`config.mk`:
```
export PLATFORM = sky130hd
export DESIGN_NAME = phy_digital_tx_config_regs
export DESIGN_NICKNAME = d
export VERILOG_FILES = /design/src/phy_cfg_pkg.sv /design/src/phy_digital_tx_config_regs.sv /design/src/bit_sync.sv
export VERILOG_INCLUDE_DIRS = /design/src
export SDC_FILE = /design/constraint.sdc
export NUM_CORES = 1
export LEC_CHECK = 0
export BUFFER_PORTS_ARGS = -buffer_cell sky130_fd_sc_hd__buf_2
export CORE_ASPECT_RATIO = 1.25
export CORE_MARGIN = 5
export CORE_UTILIZATION = 40
export CTS_CLUSTER_SIZE = 20
export DETAILED_ROUTE_END_ITERATION = 8
export PLACE_DENSITY = 0.75
export SKIP_LAST_GASP = 1
export SYNTH_ARGS = -nofsm -noshare
export SYNTH_HDL_FRONTEND = slang
export SYNTH_SLANG_ARGS = --single-unit
```
`constraint.sdc`:
```
create_clock -name MCLK -period 1.4 [get_ports MCLK]
set_input_delay 0 -clock MCLK [delete_from_list [all_inputs] [get_ports MCLK]]
set_output_delay 0 -clock MCLK [all_outputs]
set_load 0.01 [all_outputs]
```
`src/phy_cfg_params.svh`:
```
// offsets, field positions, reset values and timing counts for the
// digital configuration and transmit control register bank.
// assumes inclusion by bare name from the package and the design files.
//
// Behaviour
// - drive-strength bit 0 keeps normal MII drive, 1 raises it; resets 0.
// - symbol-error-show bit 1 puts 100BASE-X symbol error on receive error.
// - transmit-low-power bit 1 forces low power and zero-differential output.
// - two-bit rise-time code picks about 3.0, 3.4, 3.9 or 4.4 ns.
// - rise-time field loads from the two edge-rate strap pins at reset.
// - reserved fields reset to zero; software writes zero, ignores reads.
`ifndef PHY_CFG_PARAMS_SVH
`define PHY_CFG_PARAMS_SVH

// register indices; byte address is four times the index
`define DIGCFG_INDEX 8'h1a
`define TXCTL_INDEX 8'h1e
`define DIGCFG_ADDR 10'h068
`define TXCTL_ADDR 10'h078

// digital configuration fields
`define DIGCFG_DRIVE_BIT 11
`define DIGCFG_SYMERR_BIT 9
`define DIGCFG_WMASK 16'hfe37
`define DIGCFG_RESET 16'h0000

// transmit control fields
`define TXCTL_LOWPWR_BIT 12
`define TXCTL_RISE_HI 11
`define TXCTL_RISE_LO 10
`define TXCTL_WMASK 16'hfc1f
`define TXCTL_RESET 16'h0000

// approximate rise times per code, in picoseconds
`define RISE_TIME_00_PS 3000
`define RISE_TIME_01_PS 3400
`define RISE_TIME_10_PS 3900
`define RISE_TIME_11_PS 4400

// edges after reset release before the strap level is loaded
`define STRAP_WAIT 2'h3

`endif

```
`src/phy_cfg_pkg.sv`:
```
// types shared by the register bank and its testbench.
// assumes phy_cfg_params.svh is on the include path.
`include "phy_cfg_params.svh"

package phy_cfg_pkg;

    typedef enum logic [1:0] {
        SEL_NONE = 2'b00,
        SEL_DIGCFG = 2'b01,
        SEL_TXCTL = 2'b10
    } regsel_t;

    typedef enum logic [1:0] {
        RISE_3P0 = 2'b00,
        RISE_3P4 = 2'b01,
        RISE_3P9 = 2'b10,
        RISE_4P4 = 2'b11
    } rise_t;

endpackage

```
`src/phy_digital_tx_config_regs.sv`:
```
// digital configuration and transmit control registers behind APB.
// assumes an APB master on MCLK; strap pins are asynchronous levels,
// receive error sources come from logic on MCLK.
`timescale 1ns/1ns
`include "phy_cfg_params.svh"

module phy_digital_tx_config_regs (
    input wire logic MCLK, // 50 MHz clock
    input wire logic RST_B, // async reset, active low
    input wire logic PSEL, // apb select
    input wire logic PENABLE, // apb access phase
    input wire logic PWRITE, // apb direction
    input wire logic [9:0] PADDR, // apb byte address
    input wire logic [31:0] PWDATA, // apb write data
    input wire logic [3:0] PSTRB, // apb byte strobes
    output logic [31:0] PRDATA, // apb read data
    output logic PREADY, // apb ready
    output logic PSLVERR, // apb error
    input wire logic [1:0] EDGE_RATE_STRAP_PINS, // rise-time straps
    input wire logic RX_ERR_NORMAL, // normal receive error
    input wire logic RX_SYM_ERR, // 100BASE-X symbol error
    output logic MII_RXER, // receive error toward the MAC
    output logic MII_DRIVE_HIGH, // raised MII output drive
    output logic TX_LOW_POWER, // transmitter low-power mode
    output logic TX_ZERO_DIFF, // zero-differential line state
    output phy_cfg_pkg::rise_t TX_RISE_SEL // rise-time select
);
    import phy_cfg_pkg::*;

    logic [15:0] digcfg_reg;
    logic [15:0] digcfg_next;
    logic [15:0] txctl_reg;
    logic [15:0] txctl_next;
    logic [31:0] prdata_reg;
    logic [1:0] strap_sync;
    logic [1:0] strap_pend_reg;
    logic strap_load;
    logic setup_phase;
    logic access_phase;
    logic wr_access;
    logic rd_setup;
    regsel_t sel;
    logic rxer_reg;
    logic drive_reg;
    logic lowpwr_reg;
    rise_t rise_reg;

    // byte address to register select
    function automatic regsel_t decode(input logic [9:0] addr);
        regsel_t s;
        s = SEL_NONE;
        if (addr == `DIGCFG_ADDR) begin
            s = SEL_DIGCFG;
        end else if (addr == `TXCTL_ADDR) begin
            s = SEL_TXCTL;
        end
        return s;
    endfunction

    // merge write data under byte strobes and the writable mask
    function automatic logic [15:0] merge(
        input logic [15:0] old,
        input logic [31:0] wdata,
        input logic [3:0] strb,
        input logic [15:0] wmask
    );
        logic [15:0] lanes;
        logic [15:0] m;
        lanes = {{8{strb[1]}}, {8{strb[0]}}};
        m = lanes & wmask;
        return (old & ~m) | (wdata[15:0] & m);
    endfunction

    assign sel = decode(PADDR);
    assign setup_phase = PSEL && !PENABLE;
    assign access_phase = PSEL && PENABLE;
    assign wr_access = access_phase && PWRITE;
    assign rd_setup = setup_phase && !PWRITE;

    // zero wait states; unmapped addresses answer with an error
    assign PREADY = 1'b1;
    assign PSLVERR = access_phase && (sel == SEL_NONE);
    assign PRDATA = prdata_reg;

    bit_sync #(
        .WIDTH(2)
    ) u_strap_sync (
        .clk(MCLK),
        .rst_b(RST_B),
        .din(EDGE_RATE_STRAP_PINS),
        .dout(strap_sync)
    );

    // wait for the synchroniser to hold a real pin level, then load once
    always_ff @(posedge MCLK or negedge RST_B) begin
        if (!RST_B) begin
            strap_pend_reg <= `STRAP_WAIT;
        end else if (strap_pend_reg != 2'h0) begin
            strap_pend_reg <= strap_pend_reg - 2'h1;
        end
    end

    assign strap_load = (strap_pend_reg == 2'h1);

    // digital configuration: only writable fields take write data
    always_comb begin
        digcfg_next = digcfg_reg;
        if (wr_access && sel == SEL_DIGCFG) begin
            digcfg_next = merge(digcfg_reg, PWDATA, PSTRB,
                `DIGCFG_WMASK);
        end
    end

    always_ff @(posedge MCLK or negedge RST_B) begin
        if (!RST_B) begin
            digcfg_reg <= `DIGCFG_RESET;
        end else begin
            digcfg_reg <= digcfg_next;
        end
    end

    // transmit control: strap load owns the rise field in its cycle
    always_comb begin
        txctl_next = txctl_reg;
        if (wr_access && sel == SEL_TXCTL) begin
            txctl_next = merge(txctl_reg, PWDATA, PSTRB, `TXCTL_WMASK);
        end
        if (strap_load) begin
            txctl_next[`TXCTL_RISE_HI:`TXCTL_RISE_LO] = strap_sync;
        end
    end

    always_ff @(posedge MCLK or negedge RST_B) begin
        if (!RST_B) begin
            txctl_reg <= `TXCTL_RESET;
        end else begin
            txctl_reg <= txctl_next;
        end
    end

    // read data captured in the setup phase, held through access
    always_ff @(posedge MCLK or negedge RST_B) begin
        if (!RST_B) begin
            prdata_reg <= 32'h0000_0000;
        end else if (rd_setup) begin
            case (sel)
                SEL_DIGCFG: begin
                    prdata_reg <= {16'h0000, digcfg_reg};
                end
                SEL_TXCTL: begin
                    prdata_reg <= {16'h0000, txctl_reg};
                end
                default: begin
                    prdata_reg <= 32'h0000_0000;
                end
            endcase
        end
    end

    // control outputs from flip-flops
    always_ff @(posedge MCLK or negedge RST_B) begin
        if (!RST_B) begin
            drive_reg <= 1'b0;
        end else begin
            drive_reg <= digcfg_next[`DIGCFG_DRIVE_BIT];
        end
    end

    always_ff @(posedge MCLK or negedge RST_B) begin
        if (!RST_B) begin
            lowpwr_reg <= 1'b0;
        end else begin
            lowpwr_reg <= txctl_next[`TXCTL_LOWPWR_BIT];
        end
    end

    always_ff @(posedge MCLK or negedge RST_B) begin
        if (!RST_B) begin
            rise_reg <= RISE_3P0;
        end else begin
            rise_reg <= rise_t'(
                txctl_next[`TXCTL_RISE_HI:`TXCTL_RISE_LO]);
        end
    end

    // receive error source select
    always_ff @(posedge MCLK or negedge RST_B) begin
        if (!RST_B) begin
            rxer_reg <= 1'b0;
        end else if (digcfg_reg[`DIGCFG_SYMERR_BIT]) begin
            rxer_reg <= RX_SYM_ERR;
        end else begin
            rxer_reg <= RX_ERR_NORMAL;
        end
    end

    assign MII_DRIVE_HIGH = drive_reg;
    assign TX_LOW_POWER = lowpwr_reg;
    assign TX_ZERO_DIFF = lowpwr_reg;
    assign TX_RISE_SEL = rise_reg;
    assign MII_RXER = rxer_reg;
endmodule

```
`src/bit_sync.sv`:
```
// two flip-flop synchroniser for a group of slow pin levels.
// assumes the inputs change rarely relative to the clock.
`timescale 1ns/1ns

module bit_sync #(
    parameter int WIDTH = 2
) (
    input wire logic clk, // sampling clock
    input wire logic rst_b, // async reset, active low
    input wire logic [WIDTH-1:0] din, // asynchronous levels
    output logic [WIDTH-1:0] dout // synchronised levels
);

    genvar i;
    generate
        for (i = 0; i < WIDTH; i = i + 1) begin : g_bit
            logic meta_reg;
            logic sync_reg;
            always_ff @(posedge clk or negedge rst_b) begin
                if (!rst_b) begin
                    meta_reg <= 1'b0;
                    sync_reg <= 1'b0;
                end else begin
                    meta_reg <= din[i];
                    sync_reg <= meta_reg;
                end
            end
            assign dout[i] = sync_reg;
        end
    endgenerate

endmodule

```
After elaboration in Yosys (flattened, before gate mapping)
Cells that the tools add are included.
{ "totals": {"ff_bits": 74, "latch_bits": 0, "ramBits": 0, "mem_bits_ro": 0, "input_bits": 55, "memories": 0} }
{ "classes": {"add_sub_neg": 1, "mul": 0, "div_mod_pow": 0, "order_cmp": 0, "n_eq_ne": 5, "shift": 0, "muxes": 7, "bitwise": 8, "n_reduce_logical": 11} }
{ "op_table": {"columns": ["operator", "count"], "rows": [
  ["bitwise AND 16 bit", 4],
  ["NOT 16 bit", 2],
  ["OR 16 bit", 2],
  ["one-hot mux 16 bit (2 select lines)", 1],
  ["== test 10 x 7 -> 1 bit (second input constant)", 2],
  ["two-way mux 13 bit", 1],
  ["two-way mux 12 bit", 1],
  ["logical AND 1 bit", 7],
  ["two-way mux 2 bit", 3],
  ["== test 2 x 1 -> 1 bit (second input constant)", 2],
  ["== test 2 bit (second input constant)", 1],
  ["logical NOT 1 bit", 2],
  ["logical NOT 2 bit", 1],
  ["nonzero test 2 bit", 1],
  ["subtractor 2 x 1 -> 2 bit (second input constant)", 1],
  ["two-way mux 1 bit", 1]
]} }

Depth between registers and ports, before layout
{ "logic_depth": {"word_depth": 7, "ltp_mapped": 5, "depth_no_buf": 4} }

Hierarchy
A second synthesis with hierarchy kept.
{ "unflattened": {"hier_cells": 167, "area_unflattened_um2": 2170.8} }
{ "by_module_without_submodules": {"columns": ["mod", "n_inst", "cells_each", "area_each_um2", "seq_area_each_um2"], "rows": [
  ["phy_digital_tx_config_regs", 1, 161, 2055.7, 978.4],
  ["bit_sync", 1, 6, 115.1, 100.1]
]} }

Worst setup path before layout
OpenSTA, ideal clock, no wires.
{ "synth_path": {"path_kind": "input port to flip-flop", "startpoint": "input PADDR[7]", "endpoint": "register drive_reg (netlist: MII_DRIVE_HIGH)", "arrival_ns": 1.459, "required_ns": 1.275, "setup_slack_ns": -0.184, "cell_stages": 4, "cell_sequence": "or4b_4 -> buf_6 -> nor4_4 -> mux2_2"} }
{ "synth_between": {"elab_chain_len": 5, "elab_cells_between_ends": 6} }
{ "synth_lines": {"columns": ["item", "line_no", "source"], "rows": [
  ["start, declared", "phy_digital_tx_config_regs.sv:13", "input wire logic [9:0] PADDR,"],
  ["== test 10 x 7 -> 1 bit (no source line)", null, null],
  ["two-way mux 2 bit", "phy_digital_tx_config_regs.sv:54", "end else if (addr == `TXCTL_ADDR) begin"],
  ["two-way mux 2 bit (*)", "phy_digital_tx_config_regs.sv:52", "if (addr == `DIGCFG_ADDR) begin"],
  ["== test 2 x 1 -> 1 bit (*)", "phy_digital_tx_config_regs.sv:108", "if (wr_access && sel == SEL_DIGCFG) begin"],
  ["logical AND 1 bit (*)", "phy_digital_tx_config_regs.sv:108", null],
  ["end signal, assigned", "phy_digital_tx_config_regs.sv:165", "drive_reg <= digcfg_next[`DIGCFG_DRIVE_BIT];"],
  ["end, declared", "phy_digital_tx_config_regs.sv:44", "logic drive_reg;"]
]} }
Mark *: on every way between the ends. The rest lies on a longest branch, timed or not.
A chain may end at the register's enable or synchronous reset.

Worst setup path after layout
{ "layout_path": {"startpoint": "input PADDR[8]", "endpoint": "register txctl_reg[11]"} }
{ "layout_between": {"elab_chain_len": 7, "elab_cells_between_ends": 8} }
{ "layout_lines": {"columns": ["item", "line_no", "source"], "rows": [
  ["== test 10 x 7 -> 1 bit (no source line)", null, null],
  ["two-way mux 2 bit", "phy_digital_tx_config_regs.sv:54", null],
  ["two-way mux 2 bit (*)", "phy_digital_tx_config_regs.sv:52", null],
  ["== test 2 bit (*)", "phy_digital_tx_config_regs.sv:125", "if (wr_access && sel == SEL_TXCTL) begin"],
  ["logical AND 1 bit (*)", "phy_digital_tx_config_regs.sv:125", null],
  ["two-way mux 13 bit (*)", "phy_digital_tx_config_regs.sv:125", null],
  ["two-way mux 2 bit (*)", "phy_digital_tx_config_regs.sv:128", "if (strap_load) begin"],
  ["end signal, assigned", "phy_digital_tx_config_regs.sv:135", "txctl_reg <= `TXCTL_RESET;"],
  ["end signal, assigned", "phy_digital_tx_config_regs.sv:137", "txctl_reg <= txctl_next;"],
  ["end, declared", "phy_digital_tx_config_regs.sv:32", "logic [15:0] txctl_reg;"]
]} }
Marked as above.

==> run_results.csv <==
group,metric,value,unit
die,die-area,6796,sq um
sta,clock_skew,0.006639,ns
routing,drc,0,
finish,area_growth,31.76,%
yosys,synth_edf_count,0,
sta,hold_violations,0,
global_routing,grt_pass1_vias,1443,
routing,drtPass1Iterations,4,
pwr,peakVddDrop,0.0004491,V
sta,rsz0062_at_grt,"true",
yosys,avgSynthCellArea,12.86,sq um
place,portBuffers,53,
cts,numCtsBuffers,5,
global_routing,grt_pass1_wl,6893,um
pwr,clockPowerShare,36.6,%
yosys,syn_area,2096,sq um
yosys,ys_types,26,
finish,stdcell_area,2761,sq um
critical_path,cp.required,1.60,ns
place,dp_cells,272,
cts,cts_sinks,43,
critical_path,cp_slowest_cell,"or4b_4",
critical_path,worstSetupPathType,"in2reg",
job,maxCapViolCount,0,
finish,fill_cells,417,
finish,layout.nets,295,
cts,cts_tree,"done",
finish,finalNonFillerCells,301,
finish,drive_above_1_share,45.19,%
yosys,yosysWarnings,0,
die,rows,29,
pwr,powerDensity,838.3,nW/um^2
critical_path,crit_chain,"buf_2 -> or4b_4 -> buf_12 -> nor4_4 -> buf_6 -> buf_4 -> mux2i_2",
yosys,async_reset_ff_share,100.0,%
place,placed_area,2439,sq um
min_path,hold_path.class,"in2reg",
critical_path,crit_end,"txctl_reg[11]$_DFFE_PN0P_",
yosys,synth_seq_cells,43,
routing,ant_nets,0,
global_routing,antenna_found_initial,0,
sta,fin_hold_ws,0.2031,ns
cts,clock_path_buffers,2,
critical_path,path_depth,7,
die,start_util,41.26,%
cts,root_buffer,"clkbuf_8",
pwr,swShare,22.29,%
place,place_hpwl,3082,um
critical_path,start_kind,"input pin",
pwr,comb_power_share,9.2,%
pwr,p_leak,1.389,nW
global_routing,grt_max_degree,44,
sta,worst_slew_pin_slew,0.5474,ns
yosys,yosysSeqAreaShare,51.46,%
global_routing,grtUsageTotal,13.19,%
die,die_x,74.74,um
sta,min_period,1.370,ns
cts,clkLatencyLatePin,0.30,ns
critical_path,cp_num_buf_inv,4,
critical_path,cpLargestDelayFamily,"simple AND/OR/NAND/NOR gates",
critical_path,timing.rr.end,"txctl_reg[11]$_DFFE_PN0P_",
pwr,intPower,1.799,mW
sta,max_freq,729.9,MHz
cts,cts-htree-levels,2,
sta,fin_setup_tns,0,ns
outcome,status,"finished, final reports clean",
critical_path,crit_start,"PADDR[8]",
die,die_y,90.93,um
critical_path,reg2reg_slack,0.05,ns
routing,drt_iter0_markers,81,
yosys,synthFlopType,"dfrtp_1",
routing,post_drt_wl_per_cell,14.05,um
critical_path,cp-end-kind,"flop",
critical_path,cpPeakStageDelay,0.57,ns
routing,via_count,1394,
die,boundaryPins,95,
pwr,power_switching,0.5161,mW
critical_path,r2r-start,"strap_pend_reg[0]$_DFFE_PN1P_",
global_routing,gr-total-overflow,0,
sta,setup_viol,0,
cts,clk_pin_slew_worst_paths,0.07,ns
sta,drv_slew,0,
critical_path,crit_arrival,1.57,ns
place,place.gp.congestion,0.7509,
critical_path,cp_max_fo,5,
routing,vias_per_cell,4.631,
finish,num_antenna_cells,0,
yosys,syn_inst,163,
sta,relSlewSlack,63.51,%
routing,wl,4230,um
sta,fin_crit_sh,97.86,%
critical_path,ff2ff_path_depth,3,
pwr,seqPwrFrac,54.2,%
die,core_area,5080,sq um
synth_stat cells (all sizes together), types with 4 or more instances:
| library cell | n | area share (%) |
|---|---|---|
| clkbuf | 4 | 0.72 |
| nor4 | 4 | 4.1 |
| nand2 | 15 | 2.7 |
| o31ai | 11 | 4.2 |
| buf | 27 | 9.7 |
| inv | 4 | 0.72 |
| mux2 | 22 | 12 |
| mux2i | 17 | 8.1 |
| dfrtp | 41 | 49 |
kinds of logic after synthesis:
| logic type | Yosys count | share of synthesized area, % |
|---|---|---|
| other | 2 | 0.3583 |
| AOI/OAI and AO/OA | 13 | 5.015 |
| DFF | 43 | 51.46 |
| adders and majority gates | 2 | 1.194 |
| muxes | 39 | 19.94 |
| xor gates and xnor gates | 1 | 0.4180 |
| buffers and inverters | 35 | 11.16 |
| and+or+nand+nor | 28 | 10.45 |
cells in the final DEF (no fill, tap or decap), drive strengths merged:
cell	netlist	layout
nand2	15	15
nand4	2	2
xnor2	1	1
dlygate4sd3	0	18
nor4	4	4
or3b	1	1
or4	1	1
o31ai	11	11
dfstp	2	2
buf	27	63
o41ai	2	2
mux2	22	22
dfrtp	41	41
or4b	2	2
conb	2	20
inv	4	4
and3	1	1
clkbuf	4	8
mux2i	17	17
ha	2	2
or3	2	2
metrics by stage:
step,setup WS [ns],power [mW],utilization [%]
6_report,0.02992,2.315,54.36
5_1_grt,-0.005259,2.411,54.36
4_1_cts,0.01938,2.336,54.21
3_5_place_dp,-0.2359,1.450,48.00
3_3_place_gp,-0.1964,1.447,48.00
2_1_floorplan,-0.1702,1.400,-
power groups by stage:
stage / combinational (mW) / clock, mW / sequential [mW]
4_1_cts: 0.215 / 0.868 / 1.25
5_1_grt: 0.237 / 0.920 / 1.25
2_1_floorplan: 0.122 / 0 / 1.28
3_5_place_dp: 0.172 / 0 / 1.28
6_report: 0.213 / 0.848 / 1.25
3_3_place_gp: 0.170 / 0 / 1.28
timing repair:
action,4_1_cts,5_1_grt
gates cloned,0,0
pin swaps,2,1
hold endpoints to repair,67,0
hold buffers,18,0
gates resized for setup,0,2
endpoints found under the setup margin,1,4
buffers inserted,3,0
worst min-delay path, stage by stage:
cell     delay, ns
buf_2         0.10
buf_4         0.24
o41ai_2       0.11
layout make-up:
cell class | instances | area (sq um) | area share, %
repair buffers | 81 | 549.3 | 19.89
inverters | 4 | 15.01 | 0.5437
multi-input cells | 103 | 940.9 | 34.07
flip-flops and latches | 43 | 1079 | 39.06
clock buffers | 8 | 100.1 | 3.625
well taps | 62 | 77.57 | 2.809
routing by layer:
metal / vias to the layer above / GRT usage, % / routed length [um]
met3: 7 / 3.341 / 321
met2: 48 / 21.99 / 2138
met5: - / 0 / 0
met4: 0 / 5.935 / 87
met1: 661 / 15.59 / 1683
li1: 678 / - / -
worst min-delay path by stage:
stage	from	end	slack, ns	cells after the start
floorplan	RST_B	MII_DRIVE_HIGH$_DFFE_PN0P_	-0.30	0
global placement	RST_B	PRDATA[10]$_DFFE_PN0P_	-0.01	2
detailed placement	RST_B	asynchronous set/reset pin	-0.008	2
CTS	PADDR[4]	PRDATA[5]$_DFFE_PN0P_	0.20	3
global route	PADDR[4]	PRDATA[3]$_DFFE_PN0P_	0.21	4
finish	PADDR[4]	PRDATA[9]$_DFFE_PN0P_	0.20	3
No activity file was read; power rests on OpenSTA's default activity.
